`src/rtl/adc_seq_regs.svh`:
```
// Register offsets, field positions, reset values and timing counts of the converter sequencer.
// Functional notes
// - Ready output rises when power-on settling ends.
// - Modulators wait 300 periods before first samples.
// - Both filter paths run; fast one, three-period sinc.
// - First two results fast path, then sinc path.
// - Default ratio: period 1024, results 1324, 3372.
// - Command or pin reset skips power-on settling.
// - Continuous mode: one result per ratio count.
// - Chop alternates input polarity each conversion.
// - Chop result averages sliding opposite-polarity pair.
// - Filter resets at every polarity swap.
// - Programmable settle delay after each swap.
// - Chop spacing is delay plus three ratios.
// - Ready falls for every new chop result.
// - Chop restarts on sync fall or ratio change.
// - First chop result: two intervals plus 44.
// - DC test signal unavailable while chopping.
// - Chop disables phase calibration delays.
// - Long sync pin low resets until high.
`ifndef ADC_SEQ_REGS_SVH
`define ADC_SEQ_REGS_SVH

`define CTRL_OFFSET       12'h000
`define COMMAND_OFFSET    12'h004
`define STATUS_OFFSET     12'h008
`define RESULT_OFFSET     12'h00c

`define CTRL_CHOP_BIT     0
`define CTRL_DLY_LSB      4
`define CTRL_OSR_LSB      8
`define CTRL_DC_TEST_BIT  12
`define CTRL_PHASE_BIT    13
`define COMMAND_RESET_BIT 0

`define CHOP_DELAY_CODE_RESET  4'h0
`define OSR_CODE_RESET         3'h3
`define OSR_BASE               128

`define MOD_WAIT_PERIODS  (256 + 44)
`define CHOP_LEAD_PERIODS 44
`define SINC_PERIODS      3
`define FAST_RESULTS      2

`endif

```
`src/rtl/adc_seq_pkg.sv`:
```
// Types shared by the converter sequencer.
package adc_seq_pkg;

  typedef enum logic [2:0] {
    ST_POR,
    ST_PIN_RESET,
    ST_MOD_WAIT,
    ST_CONVERT,
    ST_CHOP_LEAD,
    ST_CHOP_DELAY,
    ST_CHOP_CONVERT
  } seq_state_t;

endpackage : adc_seq_pkg

```
`src/rtl/adc_startup_and_chop_sequencer.sv`:
```
// Start-up, continuous-conversion and chop sequencing with an AXI4-Lite register slave.
//
// The AXI4-Lite interface to the registers and the register addresses were decided locally.
`timescale 1ns/100ps
`include "adc_seq_regs.svh"

module adc_startup_and_chop_sequencer
  import adc_seq_pkg::*;
#(
  parameter int POR_CYCLES  = 64,
  parameter int RSL_CYCLES  = 2048,
  parameter int CONVERSION_READY_N_CYCLES = 4
) (
  input  wire  logic        CLOCK,
  input  wire  logic        RESET,
  input  wire  logic        CLOCK_ENABLE,
  input  wire  logic        SYNC_RESET_N,
  input  wire  logic [23:0] CONV_DATA,
  input  wire  logic [11:0] AWADDR,
  input  wire  logic        AWVALID,
  output logic              AWREADY,
  input  wire  logic [31:0] WDATA,
  input  wire  logic [3:0]  WSTRB,
  input  wire  logic        WVALID,
  output logic              WREADY,
  output logic [1:0]        BRESP,
  output logic              BVALID,
  input  wire  logic        BREADY,
  input  wire  logic [11:0] ARADDR,
  input  wire  logic        ARVALID,
  output logic              ARREADY,
  output logic [31:0]       RDATA,
  output logic [1:0]        RRESP,
  output logic              RVALID,
  input  wire  logic        RREADY,
  output logic              CONVERSION_READY_N,
  output logic              MOD_RUN,
  output logic              FAST_SELECT,
  output logic              FILTER_RESET,
  output logic              POLARITY_REVERSED,
  output logic              DC_TEST_SELECT,
  output logic              PHASE_CAL_ACTIVE
);
  // ******************************************************************
  // Declarations
  // ******************************************************************
  seq_state_t   state;
  logic [19:0]  cnt;
  logic [19:0]  oversampling_ratio;
  logic [19:0]  chop_settle_delay;
  logic         chop_enable_bit;
  logic [3:0]   chop_settle_delay_code;
  logic [2:0]   osr_code;
  logic [2:0]   osr_code_seen;
  logic         dc_test_req;
  logic         phase_cal_req;
  logic         cmd_reset;
  logic         sync_q;
  logic [11:0]  low_cnt;
  logic         pin_reset;
  logic         sync_fall;
  logic         chop_restart;
  logic         cfg_reset;
  logic         conv_done;
  logic         chop_done;
  logic [1:0]   results_seen;
  logic         pair_ready;
  logic [23:0]  held;
  logic [23:0]  result;
  logic [24:0]  next_sum;
  logic [23:0]  signed_data;
  logic [7:0]   conversion_ready_n_cnt;
  logic         aw_held;
  logic         w_held;
  logic [11:0]  aw_addr;
  logic [31:0]  w_data;
  logic [3:0]   w_strb;
  logic         do_write;
  assign oversampling_ratio = 20'(`OSR_BASE) << osr_code;
  assign chop_settle_delay = 20'h00002 << chop_settle_delay_code;
  assign sync_fall = sync_q && !SYNC_RESET_N;
  assign pin_reset = (low_cnt == 12'(RSL_CYCLES));
  assign cfg_reset = pin_reset || cmd_reset;
  assign chop_restart = sync_fall || (osr_code != osr_code_seen);
  assign conv_done = (state == ST_CONVERT) && (cnt == 20'h00000);
  assign chop_done = (state == ST_CHOP_CONVERT) && (cnt == 20'h00000);
  assign signed_data = POLARITY_REVERSED ? 24'(-CONV_DATA) : CONV_DATA;
  assign next_sum = {held[23], held} + {signed_data[23], signed_data};
  assign do_write = aw_held && w_held && !BVALID;
  // ******************************************************************
  // Sync-or-reset pin
  // ******************************************************************
  always_ff @(posedge CLOCK) begin
    if (RESET) begin
      sync_q  <= 1'b1;
      low_cnt <= 12'h000;
    end else if (CLOCK_ENABLE) begin
      sync_q <= SYNC_RESET_N;
      if (SYNC_RESET_N) begin
        low_cnt <= 12'h000;
      end else if (!pin_reset) begin
        low_cnt <= low_cnt + 12'h001;
      end
    end
  end
  // ******************************************************************
  // Sequencer
  // ******************************************************************
  always_ff @(posedge CLOCK) begin
    if (RESET) begin
      state <= ST_POR;
      cnt   <= 20'(POR_CYCLES - 1);
    end else if (CLOCK_ENABLE) begin
      if (pin_reset) begin
        state <= ST_PIN_RESET;
      end else if (cmd_reset) begin
        state <= ST_MOD_WAIT;
        cnt   <= 20'(`MOD_WAIT_PERIODS - 1);
      end else if ((state == ST_CONVERT && chop_enable_bit) ||
                   ((state == ST_CHOP_DELAY || state == ST_CHOP_CONVERT) && chop_restart)) begin
        state <= ST_CHOP_LEAD;
        cnt   <= 20'(`CHOP_LEAD_PERIODS - 1);
      end else begin
        case (state)
          ST_POR: begin
            if (cnt == 20'h00000) begin
              state <= ST_MOD_WAIT;
              cnt   <= 20'(`MOD_WAIT_PERIODS - 1);
            end else begin
              cnt <= cnt - 20'h00001;
            end
          end
          ST_PIN_RESET: begin
            if (SYNC_RESET_N) begin
              state <= ST_MOD_WAIT;
              cnt   <= 20'(`MOD_WAIT_PERIODS - 1);
            end
          end
          ST_MOD_WAIT: begin
            if (cnt != 20'h00000) begin
              cnt <= cnt - 20'h00001;
            end else if (chop_enable_bit) begin
              state <= ST_CHOP_LEAD;
              cnt   <= 20'(`CHOP_LEAD_PERIODS - 1);
            end else begin
              state <= ST_CONVERT;
              cnt   <= oversampling_ratio - 20'h00001;
            end
          end
          ST_CONVERT: begin
            if (cnt == 20'h00000) begin
              cnt <= oversampling_ratio - 20'h00001;
            end else begin
              cnt <= cnt - 20'h00001;
            end
          end
          ST_CHOP_LEAD: begin
            if (cnt == 20'h00000) begin
              state <= ST_CHOP_DELAY;
              cnt   <= chop_settle_delay - 20'h00001;
            end else begin
              cnt <= cnt - 20'h00001;
            end
          end
          ST_CHOP_DELAY: begin
            if (cnt == 20'h00000) begin
              state <= ST_CHOP_CONVERT;
              cnt   <= 20'(`SINC_PERIODS * oversampling_ratio - 20'h00001);
            end else begin
              cnt <= cnt - 20'h00001;
            end
          end
          ST_CHOP_CONVERT: begin
            if (cnt != 20'h00000) begin
              cnt <= cnt - 20'h00001;
            end else if (chop_enable_bit) begin
              state <= ST_CHOP_DELAY;
              cnt   <= chop_settle_delay - 20'h00001;
            end else begin
              state <= ST_CONVERT;
              cnt   <= oversampling_ratio - 20'h00001;
            end
          end
          default: begin
            state <= ST_POR;
            cnt   <= 20'(POR_CYCLES - 1);
          end
        endcase
      end
    end
  end
  // ******************************************************************
  // Filter path, polarity and result
  // ******************************************************************
  always_ff @(posedge CLOCK) begin
    if (RESET) begin
      MOD_RUN           <= 1'b0;
      FAST_SELECT       <= 1'b1;
      FILTER_RESET      <= 1'b1;
      POLARITY_REVERSED <= 1'b0;
      results_seen      <= 2'h0;
      pair_ready        <= 1'b0;
      held              <= 24'h000000;
      result            <= 24'h000000;
    end else if (CLOCK_ENABLE) begin
      MOD_RUN      <= (state == ST_CONVERT) || (state == ST_CHOP_CONVERT) || (state == ST_CHOP_DELAY);
      FILTER_RESET <= 1'b0;
      if (pin_reset || cmd_reset || state == ST_MOD_WAIT || state == ST_POR) begin
        results_seen      <= 2'h0;
        FAST_SELECT       <= 1'b1;
        FILTER_RESET      <= 1'b1;
        POLARITY_REVERSED <= 1'b0;
      end else if (state == ST_CHOP_LEAD) begin
        POLARITY_REVERSED <= 1'b0;
        FILTER_RESET      <= 1'b1;
        FAST_SELECT       <= 1'b0;
        pair_ready        <= 1'b0;
      end else if (conv_done) begin
        result <= CONV_DATA;
        results_seen <= results_seen + {1'b0, results_seen != 2'(`FAST_RESULTS)};
        FAST_SELECT <= (results_seen + 2'h1) < 2'(`FAST_RESULTS);
      end else if (chop_done) begin
        held              <= signed_data;
        pair_ready        <= 1'b1;
        POLARITY_REVERSED <= !POLARITY_REVERSED;
        FILTER_RESET      <= 1'b1;
        if (pair_ready) begin
          result <= next_sum[24:1];
        end
      end
    end
  end
  // ******************************************************************
  // Ready output
  // ******************************************************************
  always_ff @(posedge CLOCK) begin
    if (RESET) begin
      CONVERSION_READY_N <= 1'b0;
      conversion_ready_n_cnt           <= 8'h00;
    end else if (CLOCK_ENABLE) begin
      if (state == ST_POR || state == ST_PIN_RESET) begin
        CONVERSION_READY_N <= 1'b0;
      end else if (conv_done || (chop_done && pair_ready)) begin
        CONVERSION_READY_N <= 1'b0;
        conversion_ready_n_cnt           <= 8'(CONVERSION_READY_N_CYCLES - 1);
      end else if (conversion_ready_n_cnt != 8'h00) begin
        conversion_ready_n_cnt <= conversion_ready_n_cnt - 8'h01;
      end else begin
        CONVERSION_READY_N <= 1'b1;
      end
    end
  end
  // ******************************************************************
  // Configuration
  // ******************************************************************
  always_ff @(posedge CLOCK) begin
    if (RESET) begin
      chop_enable_bit        <= 1'b0;
      chop_settle_delay_code <= `CHOP_DELAY_CODE_RESET;
      osr_code               <= `OSR_CODE_RESET;
      osr_code_seen          <= `OSR_CODE_RESET;
      dc_test_req            <= 1'b0;
      phase_cal_req          <= 1'b0;
      cmd_reset              <= 1'b0;
      DC_TEST_SELECT         <= 1'b0;
      PHASE_CAL_ACTIVE       <= 1'b0;
    end else if (CLOCK_ENABLE) begin
      cmd_reset     <= 1'b0;
      osr_code_seen <= osr_code;
      DC_TEST_SELECT   <= dc_test_req && !chop_enable_bit;
      PHASE_CAL_ACTIVE <= phase_cal_req && !chop_enable_bit;
      if (cfg_reset) begin
        chop_enable_bit        <= 1'b0;
        chop_settle_delay_code <= `CHOP_DELAY_CODE_RESET;
        osr_code               <= `OSR_CODE_RESET;
        osr_code_seen          <= `OSR_CODE_RESET;
        dc_test_req            <= 1'b0;
        phase_cal_req          <= 1'b0;
      end else if (do_write && aw_addr == `CTRL_OFFSET) begin
        if (w_strb[0]) begin
          chop_enable_bit        <= w_data[`CTRL_CHOP_BIT];
          chop_settle_delay_code <= w_data[`CTRL_DLY_LSB +: 4];
        end
        if (w_strb[1]) begin
          osr_code      <= w_data[`CTRL_OSR_LSB +: 3];
          dc_test_req   <= w_data[`CTRL_DC_TEST_BIT];
          phase_cal_req <= w_data[`CTRL_PHASE_BIT];
        end
      end else if (do_write && aw_addr == `COMMAND_OFFSET && w_strb[0]) begin
        cmd_reset <= w_data[`COMMAND_RESET_BIT];
      end
    end
  end
  // ******************************************************************
  // AXI4-Lite write channel
  // ******************************************************************
  always_ff @(posedge CLOCK) begin
    if (RESET) begin
      AWREADY <= 1'b0;
      WREADY  <= 1'b0;
      BVALID  <= 1'b0;
      BRESP   <= 2'h0;
      aw_held <= 1'b0;
      w_held  <= 1'b0;
      aw_addr <= 12'h000;
      w_data  <= 32'h00000000;
      w_strb  <= 4'h0;
    end else if (CLOCK_ENABLE) begin
      AWREADY <= !aw_held && !AWREADY && AWVALID;
      WREADY  <= !w_held && !WREADY && WVALID;
      if (AWVALID && AWREADY) begin
        aw_held <= 1'b1;
        aw_addr <= AWADDR;
      end
      if (WVALID && WREADY) begin
        w_held <= 1'b1;
        w_data <= WDATA;
        w_strb <= WSTRB;
      end
      if (do_write) begin
        BVALID  <= 1'b1;
        BRESP   <= (aw_addr == `CTRL_OFFSET || aw_addr == `COMMAND_OFFSET) ? 2'h0 : 2'h2;
        aw_held <= 1'b0;
        w_held  <= 1'b0;
      end else if (BVALID && BREADY) begin
        BVALID <= 1'b0;
      end
    end
  end
  // ******************************************************************
  // AXI4-Lite read channel
  // ******************************************************************
  always_ff @(posedge CLOCK) begin
    if (RESET) begin
      ARREADY <= 1'b0;
      RVALID  <= 1'b0;
      RDATA   <= 32'h00000000;
      RRESP   <= 2'h0;
    end else if (CLOCK_ENABLE) begin
      ARREADY <= !ARREADY && !RVALID && ARVALID;
      if (ARVALID && ARREADY) begin
        RVALID <= 1'b1;
        RRESP  <= 2'h0;
        case (ARADDR)
          `CTRL_OFFSET: begin
            RDATA <= {18'h00000, phase_cal_req, dc_test_req, 1'b0, osr_code,
                      chop_settle_delay_code, 3'h0, chop_enable_bit};
          end
          `COMMAND_OFFSET: begin
            RDATA <= 32'h00000000;
          end
          `STATUS_OFFSET: begin
            RDATA <= {25'h0000000, CONVERSION_READY_N, POLARITY_REVERSED, FAST_SELECT, 1'b0, state};
          end
          `RESULT_OFFSET: begin
            RDATA <= {{8{result[23]}}, result};
          end
          default: begin
            RDATA <= 32'h00000000;
            RRESP <= 2'h2;
          end
        endcase
      end else if (RVALID && RREADY) begin
        RVALID <= 1'b0;
      end
    end
  end

endmodule : adc_startup_and_chop_sequencer

```
`config.mk`:
```
export PLATFORM = sky130hd
export DESIGN_NAME = adc_startup_and_chop_sequencer
export DESIGN_NICKNAME = d
export VERILOG_FILES = /design/src/rtl/adc_seq_pkg.sv /design/src/rtl/adc_startup_and_chop_sequencer.sv
export VERILOG_INCLUDE_DIRS = /design/src /design/src/rtl
export SDC_FILE = /design/constraint.sdc
export NUM_CORES = 1
export LEC_CHECK = 0
export BUFFER_PORTS_ARGS = -buffer_cell sky130_fd_sc_hd__buf_2
export CORE_ASPECT_RATIO = 1.5
export CORE_MARGIN = 2
export CORE_UTILIZATION = 59
export DETAILED_ROUTE_END_ITERATION = 8
export PLACE_DENSITY = 0.82
export SKIP_CTS_REPAIR_TIMING = 1
export SYNTH_ARGS = -nofsm -noshare
export SYNTH_HDL_FRONTEND = slang
export SYNTH_SLANG_ARGS = --single-unit
```
`constraint.sdc`:
```
create_clock -name CLOCK -period 4.1 [get_ports CLOCK]
set_input_delay 0.41 -clock CLOCK [delete_from_list [all_inputs] [get_ports CLOCK]]
set_output_delay 0.41 -clock CLOCK [all_outputs]
set_load 0.01 [all_outputs]
```
==> results of run 1 <==
logic make-up after synthesis:
kind of cell | after synthesis | synth area share (%)
simple gates | 563 | 25.3
compound gates | 394 | 23.9
flops | 173 | 32.8
buf+inv | 135 | 5.29
xor+xnor | 76 | 6.30
fa+ha+maj | 43 | 5.16
mux | 12 | 1.21
other cells | 1 | 0.0355
cell type report:
| type | count | share of cell area [%] |
|---|---|---|
| Sequential cell | 173 | 29.0 |
| Multi-Input combinational cell | 1090 | 55.0 |
| Clock inverter | 12 | 0.881 |
| Clock buffer | 20 | 3.91 |
| Timing Repair Buffer | 162 | 7.83 |
| Inverter | 33 | 1.04 |
| Tap cell | 217 | 2.28 |
Yosys cell counts, types with 4 or more instances:
cell type	n
a31oi_1	21
buf_4	10
and3_1	15
nor3b_1	5
nand4_1	22
nor3_1	47
a21oi_1	128
or4_1	7
a22oi_1	31
a22o_1	12
buf_1	8
nand3_1	40
a211oi_1	28
a21o_1	17
o211ai_1	13
clkbuf_1	77
dfxtp_1	173
mux2_2	6
nand2b_1	13
nor4_1	11
xor2_1	36
mux2i_1	6
nor2_1	147
nand2_1	188
and2_1	7
buf_2	6
nor4b_1	10
o21a_1	6
xnor2_1	40
o21bai_1	8
or3_1	20
nand3b_1	6
a221o_1	4
a2111oi_0	4
nor2b_1	8
inv_1	33
o31ai_1	11
o21ai_0	74
a311oi_1	4
ha_1	42
how the worst max path moves through the flow:
stage                        from                 endpoint  slack [ps]  cells after the start
floorplan           CONV_DATA[11]  result[23]$_SDFFE_PP0P_         420                     14
global placement     CONV_DATA[3]  result[21]$_SDFFE_PP0P_          10                     15
detailed placement   CONV_DATA[3]  result[21]$_SDFFE_PP0P_         -20                     14
CTS                  CONV_DATA[3]  result[21]$_SDFFE_PP0P_         420                     14
global route         CONV_DATA[3]  result[20]$_SDFFE_PP0P_          60                     15
finish               CONV_DATA[3]  result[22]$_SDFFE_PP0P_         380                     15
critical path: stages:
cell and delay (ps):
buf_2 110, nor4_1 390, nand3_1 200, or4_1 540, buf_4 190, o31ai_1 240
xnor2_1 130, ha_1 370, nand4_1 140, nor3_1 200, o21ai_0 190, a21oi_1 340
a21oi_1 140, or3_1 310, and3_1 160
report_power, final:
group / internal (uW) / switching, uW
clock: 841 / 726
combinational: 91.3 / 151
sequential: 1690 / 13.3
per-stage QoR:
step | cell area [sq um] | hold WS, ps | total power, uW | utilization, %
floorplan | 10600 | 422 | 1890 | -
global placement | 11400 | 434 | 1980 | 64.1
detailed placement | 11400 | 441 | 1980 | 64.1
CTS | 11900 | 199 | 3530 | 67.3
global route | 11900 | 194 | 3610 | 67.3
finish | 11900 | 213 | 3520 | 67.3
layer usage:
| metal | routed length [microns] | part of all wire, % | global-route usage, % | up-vias |
|---|---|---|---|---|
| li1 | - | - | - | 5159 |
| met1 | 11600 | 38 | 35.5 | 4971 |
| met2 | 15000 | 49 | 55.0 | 489 |
| met3 | 2150 | 7.1 | 6.44 | 139 |
| met4 | 1760 | 5.8 | 19.4 | 2 |
| met5 | 13 | 0.043 | 0 | - |
sequential cells by signal, summed over array words and instances, names as in the netlist, 4 cells and up:
| register | count |
|---|---|
| result | 24 |
| aw_addr | 12 |
| held | 24 |
| conversion_ready_n_cnt | 8 |
| cnt | 20 |
| low_cnt | 12 |
| RDATA | 24 |
| w_data | 10 |
| chop_settle_delay_code | 4 |
==> impl_metrics.py, run 1 <==
metrics = {
    "global_route": {
        "grt-ovfl-total": 0,
        "grt_antenna_before_repair": 1,
        "grt_usage_pct": 31.8,
        "grt_pass1_vias": 10200,
        "grt_pass1_wl_mm": 48.9,
        "grt_max_degree": 68,
    },
    "die": {
        "die-area_sq_um": 19000,
        "io_pins": 141,
        "start_util_pct": 59.7,
        "die-height_microns": 168,
        "core-area_sq_um": 17700,
        "die_w_microns": 113,
        "rows": 60,
    },
    "clock_network": {
        "cts_sinks": 173,
        "cts_tree": "done",
        "htree_num_levels": 4,
        "cts-buffers-inserted": 17,
        "cts-root-buf": "clkbuf_16",
        "clock_path_buffers": 2,
        "clock_latency_ps": 440,
        "path_clk_slew_ps": 70,
    },
    "route": {
        "wirelength_mm": 30.5,
        "ant_nets": 0,
        "drtIter0Drc": 820,
        "first_pass_iters": 6,
        "wl_per_cell_microns": 17.9,
        "vias": 10800,
        "viasPerCell": 6.30,
        "route.detailed.drc": 0,
    },
    "critical_path": {
        "cp.arrival_ps": 4050,
        "r2r-start": "POLARITY_REVERSED$_SDFFE_PP0P_",
        "path_class": "in -> reg",
        "startpoint_type": "input pin",
        "path_max_fanout": 5,
        "r2r_end": "result[19]$_SDFFE_PP0P_",
        "rrSetupSlack_ps": 720,
        "cp.required_ps": 4430,
        "end_kind": "register",
        "rr_worst_depth": 13,
    },
    "worst_hold_path": {
        "min_path_type": "in -> reg",
        "holdPathEnd": "aw_addr[10]$_SDFFE_PP0P_",
        "hold_depth": 3,
        "hp-start": "AWADDR[10]",
    },
    "finish": {
        "diodes": 0,
        "fillers": 1509,
        "fin_nets": 1613,
        "drive_above_1_share_pct": 14.7,
        "fin_cells": 1707,
        "multiInputGateArea_sq_um": 6560,
        "final_common_cell": "nand2_1",
        "regArea_sq_um": 3460,
        "area_delta_synth_final_pct": 12.8,
        "layout_common_cells": "188 x nand2_1, 173 x dfxtp_1, 147 x nor2_1, 128 x a21oi_1, 113 x buf_2",
    },
    "flow_run": {
        "drv_cap": 0,
    },
    "placement": {
        "gp_congestion": 0.976,
        "dp_cells": 1675,
        "dp_slack_ps": -23.1,
        "dp_hpwl_mm": 22.2,
        "port_buffers": 114,
    },
    "sta": {
        "finalSetupTns_ps": 0,
        "final.min_clock_period_ps": 3720,
        "fin_skew_ps": 8.86,
        "slew_headroom_pct": 47.2,
        "fin_crit_sh_pct": 90.7,
        "hold_viol_final": 0,
        "setup_slack_ps": 381,
        "grt_setup_unrepaired": "false",
        "final_max_slew_viol_count": 0,
        "setup_viol": 0,
        "worst_slew_pin_slew_ps": 790,
        "max_freq_mhz": 269,
    },
    "pwr": {
        "pwr_density_cell_nw_per_um2": 295,
        "p_leak_uw": 0.00471,
        "ir_drop_v": 0.000210,
    },
    "yosys": {
        "synth_cell_types": 74,
        "synth_area_sq_um": 10600,
        "postSynthAreaPerCell_sq_um": 7.57,
        "ys_seq_elements": 173,
        "synth_edf_count": 0,
        "yosys.area.top_type": "dfxtp_1",
        "synthTopCellsByArea": "dfxtp_1 33%, nand2_1 6.7%, a21oi_1 6.1%, nor2_1 5.2%, ha_1 5.0%",
        "ys.flop_type": "dfxtp_1",
        "yosys_warnings": 0,
        "synthCells": 1397,
        "synth_top_area_share_pct": 32.8,
        "synthArstFlopShare_pct": 0,
        "synth-seq-area-share_pct": 32.8,
    },
    "outcome": {
        "status": "complete, no violations",
    },
}
(Power assumes the default switching activity.)
==> run 2: changes to the inputs <==
- CAP_MARGIN: not set -> 20
- CELL_PAD_IN_SITES_DETAIL_PLACEMENT: not set -> 0
- CELL_PAD_IN_SITES_GLOBAL_PLACEMENT: not set -> 1
- CORE_UTILIZATION: 59 -> 43
==> run 2 against run 1 <==
Effect of this change: clock power about the same; fmax rose by 1.9%; critical endpoint is now result[17]$_SDFFE_PP0P_; clock-buffer cell count up 1; first-iteration DRC count fell by 23%; flip-flop and latch count is the same; routed wire length grew 5.7%; highest routed layer is now met4; hold slack got worse by 5.0 ps; power decreased by 0.36%; largest cell class unchanged.
==> impl_metrics.py, run 2 (synthesis gave the netlist of run 1 again) <==
metrics = {
    "outcome": {
        "status": "complete, no violations",
    },
    "sta": {
        "final_max_slew_viol_count": 0,
        "worst_slew_pin_slew_ps": 845,
        "finalSetupTns_ps": 0,
        "max_freq_mhz": 274,
        "grt_setup_unrepaired": "false",
        "slew_headroom_pct": 42.2,
        "setup_viol": 0,
        "fin_skew_ps": 14.6,
        "final.min_clock_period_ps": 3650,
        "fin_crit_sh_pct": 89.0,
        "hold_viol_final": 0,
    },
    "global_route": {
        "grt-ovfl-total": 0,
        "top_usage_layer": "met2",
        "grt_antenna_before_repair": 2,
        "grt_max_degree": 52,
        "grt_use_met3_pct": 3.26,
        "grt_pass1_wl_mm": 51.1,
        "grt_usage_pct": 24.7,
        "grt_pass1_vias": 9735,
        "grt_use_met1_pct": 28.7,
        "gr-usage-met2_pct": 44.9,
    },
    "clock_network": {
        "cts-buffers-inserted": 17,
        "path_clk_slew_ps": 70,
        "cts_sinks": 173,
        "cts_tree": "done",
        "cts-root-buf": "clkbuf_16",
        "clock_path_buffers": 2,
        "htree_num_levels": 4,
        "clock_latency_ps": 450,
    },
    "die": {
        "die-area_sq_um": 25900,
        "die_w_microns": 132,
        "rows": 70,
        "die-height_microns": 196,
        "io_pins": 141,
        "core-area_sq_um": 24300,
        "start_util_pct": 43.6,
    },
    "pwr": {
        "power_frac_comb_pct": 7.1,
        "p_clk_share_pct": 44.2,
        "switchingPower_uw": 887,
        "seq_power_share_pct": 48.7,
        "pwr_density_cell_nw_per_um2": 291,
        "switching_share_pct": 25.3,
        "p_leak_uw": 0.00469,
        "p_int_uw": 2620,
        "ir_drop_v": 0.000279,
    },
    "worst_hold_path": {
        "holdPathEnd": "w_data[9]$_SDFFE_PP0P_",
        "hp-start": "WDATA[9]",
        "hold_depth": 3,
        "min_path_type": "in -> reg",
    },
    "route": {
        "wl_per_cell_microns": 17.8,
        "drtIter0Drc": 635,
        "wirelength_mm": 32.3,
        "route.detailed.drc": 0,
        "ant_nets": 0,
        "viasPerCell": 5.73,
        "first_pass_iters": 6,
        "vias": 10400,
    },
    "flow_run": {
        "drv_cap": 0,
    },
    "finish": {
        "fin_util_pct": 49.6,
        "fillers": 2442,
        "final_common_cell": "nand2_1",
        "multiInputGateArea_sq_um": 6560,
        "drive_above_1_share_pct": 14.5,
        "area_delta_synth_final_pct": 13.9,
        "regArea_sq_um": 3460,
        "layout_common_cells": "188 x nand2_1, 173 x dfxtp_1, 147 x nor2_1, 128 x a21oi_1, 113 x buf_2",
        "reg_top3": "RDATA: 24 flops, held: 24 flops, result: 24 flops",
        "fin_nets": 1612,
    },
    "placement": {
        "dp_hpwl_mm": 24.2,
        "port_buffers": 114,
        "gp_congestion": 0.890,
    },
    "critical_path": {
        "cp.arrival_ps": 3970,
        "path_max_fanout": 10,
        "cp.required_ps": 4430,
        "rrSetupSlack_ps": 450,
        "path_class": "reg -> reg",
        "r2r_end": "result[17]$_SDFFE_PP0P_",
        "r2r-start": "cnt[0]$_SDFFE_PP1P_",
        "rr_worst_depth": 9,
        "startpoint_type": "register",
        "end_kind": "register",
    },
}
[run 2: worst max-delay path, stage by stage, from the launching register on]
cell and delay (ps):
dfxtp_1 340, inv_1 110, ha_1 140, nor4b_1 530, nand4_1 240, or4b_1 620, or2_2 450, a2111oi_0 800
buf_4 220, a21oi_1 60
[run 2: power by group through the flow]
stage	clock (uW)	combinational (uW)	sequential, uW
2_1_floorplan	0	145	1740
3_3_place_gp	0	247	1740
3_5_place_dp	0	248	1740
4_1_cts	1570	249	1710
5_1_grt	1640	273	1710
6_report	1550	249	1710
[run 2: how the worst max path moves through the flow]
stage | from | endpoint | depth (start not counted)
final | cnt[0]$_SDFFE_PP1P_ | result[17]$_SDFFE_PP0P_ | 9
after global routing | CONV_DATA[3] | result[21]$_SDFFE_PP0P_ | 13
after CTS | CONV_DATA[3] | result[21]$_SDFFE_PP0P_ | 13
after detailed placement | CONV_DATA[3] | result[21]$_SDFFE_PP0P_ | 13
after global placement | CONV_DATA[3] | result[21]$_SDFFE_PP0P_ | 13
after floorplan | CONV_DATA[11] | result[23]$_SDFFE_PP0P_ | 14
[run 2: through the flow]
step / power [uW] / worst slack (ps) / hold slack (ps) / area, sq um / std cells
5_1_grt: 3620 / 86.6 / 204 / 12000 / 1813
3_3_place_gp: 1990 / 38.1 / 435 / 11500 / 1781
4_1_cts: 3530 / 415 / 193 / 12000 / 1812
6_report: 3500 / 451 / 208 / 12000 / 1814
2_1_floorplan: 1890 / 422 / 422 / 10600 / 1398
3_5_place_dp: 1990 / -48.4 / 443 / 11500 / 1781
[run 2: layer usage]
layer  up-vias  part of all wire (%)  wire (microns)
met5         -                     0               0
met4         0                   3.6            1170
met3        73                   3.8            1230
met2       275                    52           16700
met1      4899                    41           13200
li1       5149                     -               -
[run 2: layout make-up]
cell class,instances,area share [%]
inverters,33,1.03
repair buffers,161,7.69
clock buffers,21,3.91
multi-input cells,1090,54.5
well taps,324,3.37
flip-flops and latches,173,28.8
diodes,2,0.0416
clock inverters,10,0.665
==> run 3: changes to the inputs <==
- BUFFER_PORTS_ARGS: -buffer_cell sky130_fd_sc_hd__buf_2 -> -buffer_cell sky130_fd_sc_hd__buf_4
- CORE_UTILIZATION: 43 -> 30
- PLACE_DENSITY: 0.82 -> 0.61
- REMOVE_ABC_BUFFERS: not set -> 1
==> run 3 against run 2 <==
Effect of this change: global-route usage shrank 4.6 points; combinational power rose by 12%; hold slack lost 2.9 ps; flip-flop and latch count stayed put; sequential power about the same; final cell count up 8.5%; via count grew 0.14%; utilization down 13 points; fmax increased by 1.0%; routed wire length rose by 14%; critical endpoint is now result[20]$_SDFFE_PP0P_.
==> impl_metrics.py, run 3 (synthesis gave the netlist of run 1 again) <==
metrics = {
    "die": {
        "rows": 84,
        "start_util_pct": 30.3,
        "die-area_sq_um": 36800,
        "die-height_microns": 234,
        "core-area_sq_um": 34900,
        "io_pins": 141,
        "die_w_microns": 157,
    },
    "global_route": {
        "grt_use_met1_pct": 23.8,
        "grt_use_met3_pct": 2.13,
        "grt_pass1_vias": 10000,
        "grt_pass1_wl_mm": 57.0,
        "grt_max_degree": 108,
        "top_usage_layer": "met2",
        "gr-usage-met2_pct": 36.2,
        "grt-ovfl-total": 0,
        "grt_antenna_before_repair": 0,
        "grt_usage_pct": 20.1,
    },
    "sta": {
        "finalSetupTns_ps": 0,
        "worst_slew_pin_slew_ps": 903,
        "hold_viol_final": 0,
        "final.min_clock_period_ps": 3610,
        "setup_viol": 0,
        "fin_crit_sh_pct": 88.1,
        "fin_skew_ps": 12.1,
        "setup_slack_ps": 488,
        "grt_setup_unrepaired": "false",
        "final_max_slew_viol_count": 0,
        "max_freq_mhz": 277,
        "slew_headroom_pct": 39.4,
    },
    "route": {
        "wl_per_cell_microns": 18.7,
        "viasPerCell": 5.29,
        "route.detailed.drc": 0,
        "ant_nets": 0,
        "vias": 10400,
        "first_pass_iters": 4,
        "wirelength_mm": 36.9,
        "drtIter0Drc": 744,
    },
    "clock_network": {
        "clock_path_buffers": 2,
        "cts-root-buf": "clkbuf_16",
        "cts_tree": "done",
        "htree_num_levels": 4,
        "cts-buffers-inserted": 17,
        "cts_sinks": 173,
        "clock_latency_ps": 450,
        "path_clk_slew_ps": 70,
    },
    "critical_path": {
        "path_class": "in -> reg",
        "path_max_fanout": 5,
        "cp.arrival_ps": 3980,
        "startpoint_type": "input pin",
        "end_kind": "register",
        "cp.required_ps": 4470,
    },
    "finish": {
        "drive_above_1_share_pct": 14.9,
        "fin_cells": 1969,
        "reg_top3": "RDATA: 24 flops, held: 24 flops, result: 24 flops",
        "fin_nets": 1620,
        "area_delta_synth_final_pct": 19.3,
        "fillers": 3857,
        "regArea_sq_um": 3460,
        "final_common_cell": "nand2_1",
        "layout_common_cells": "188 x nand2_1, 173 x dfxtp_1, 168 x buf_4, 147 x nor2_1, 128 x a21oi_1",
        "fin_util_pct": 36.2,
        "diodes": 0,
        "multiInputGateArea_sq_um": 6560,
    },
    "placement": {
        "dp_hpwl_mm": 27.1,
        "dp_cells": 1938,
        "gp_congestion": 0.880,
        "port_buffers": 114,
        "dp_slack_ps": 7.42,
    },
    "pwr": {
        "ir_drop_v": 0.000224,
        "p_leak_uw": 0.00481,
        "pwr_density_cell_nw_per_um2": 292,
    },
    "outcome": {
        "status": "complete, no violations",
    },
    "flow_run": {
        "drv_cap": 0,
    },
    "worst_hold_path": {
        "min_path_type": "in -> reg",
    },
}
[run 3: power by group]
group	leakage, uW	switching, uW	total, uW	internal (uW)
Clock	0.000282	760	1700	938
Combinational	0.00313	163	279	115
Sequential	0.00140	13.4	1710	1690
[run 3: worst paths after layout]
check                           slack, ps                      startpoint  cells after the start                      end
worst max register to register        610  POLARITY_REVERSED$_SDFFE_PP0P_                     10  result[21]$_SDFFE_PP0P_
worst min-delay path                  210                       AWADDR[6]                      3  aw_addr[6]$_SDFFE_PP0P_
worst max-delay path                  490                    CONV_DATA[3]                     16  result[20]$_SDFFE_PP0P_
worst min register to register        460         aw_addr[5]$_SDFFE_PP0P_                      2  aw_addr[5]$_SDFFE_PP0P_
[run 3: critical path, stage by stage]
cell,delay (ps)
buf_4,110
nor4_1,330
nand3_1,170
or4_1,510
buf_4,190
o21ai_0,200
xnor2_1,170
ha_1,310
a21oi_1,210
a21boi_0,110
a211oi_1,280
buf_4,170
a21oi_1,90
a221oi_1,360
xor2_1,110
a211oi_1,220
[run 3: through the flow]
stage	power, uW	hold WS, ps	cell area [sq um]
after global placement	2020	433	12000
after detailed placement	2020	446	12000
final	3680	205	12600
after CTS	3730	188	12600
after global routing	3810	193	12600
after floorplan	1860	423	10100
[run 3: metal layers]
| layer | share of wire (%) | wire length, microns |
|---|---|---|
| met5 | 0 | 0 |
| met4 | 3.5 | 1310 |
| met3 | 2.9 | 1060 |
| met2 | 52 | 19100 |
| met1 | 42 | 15400 |
[run 3: layout make-up]
| class | instances | share of cell area (%) |
|---|---|---|
| Clock buffer | 21 | 3.65 |
| Clock inverter | 10 | 1.03 |
| Inverter | 33 | 0.982 |
| Multi-Input combinational cell | 1090 | 52.0 |
| Sequential cell | 173 | 27.5 |
| Tap cell | 473 | 4.69 |
| Timing Repair Buffer | 169 | 10.2 |
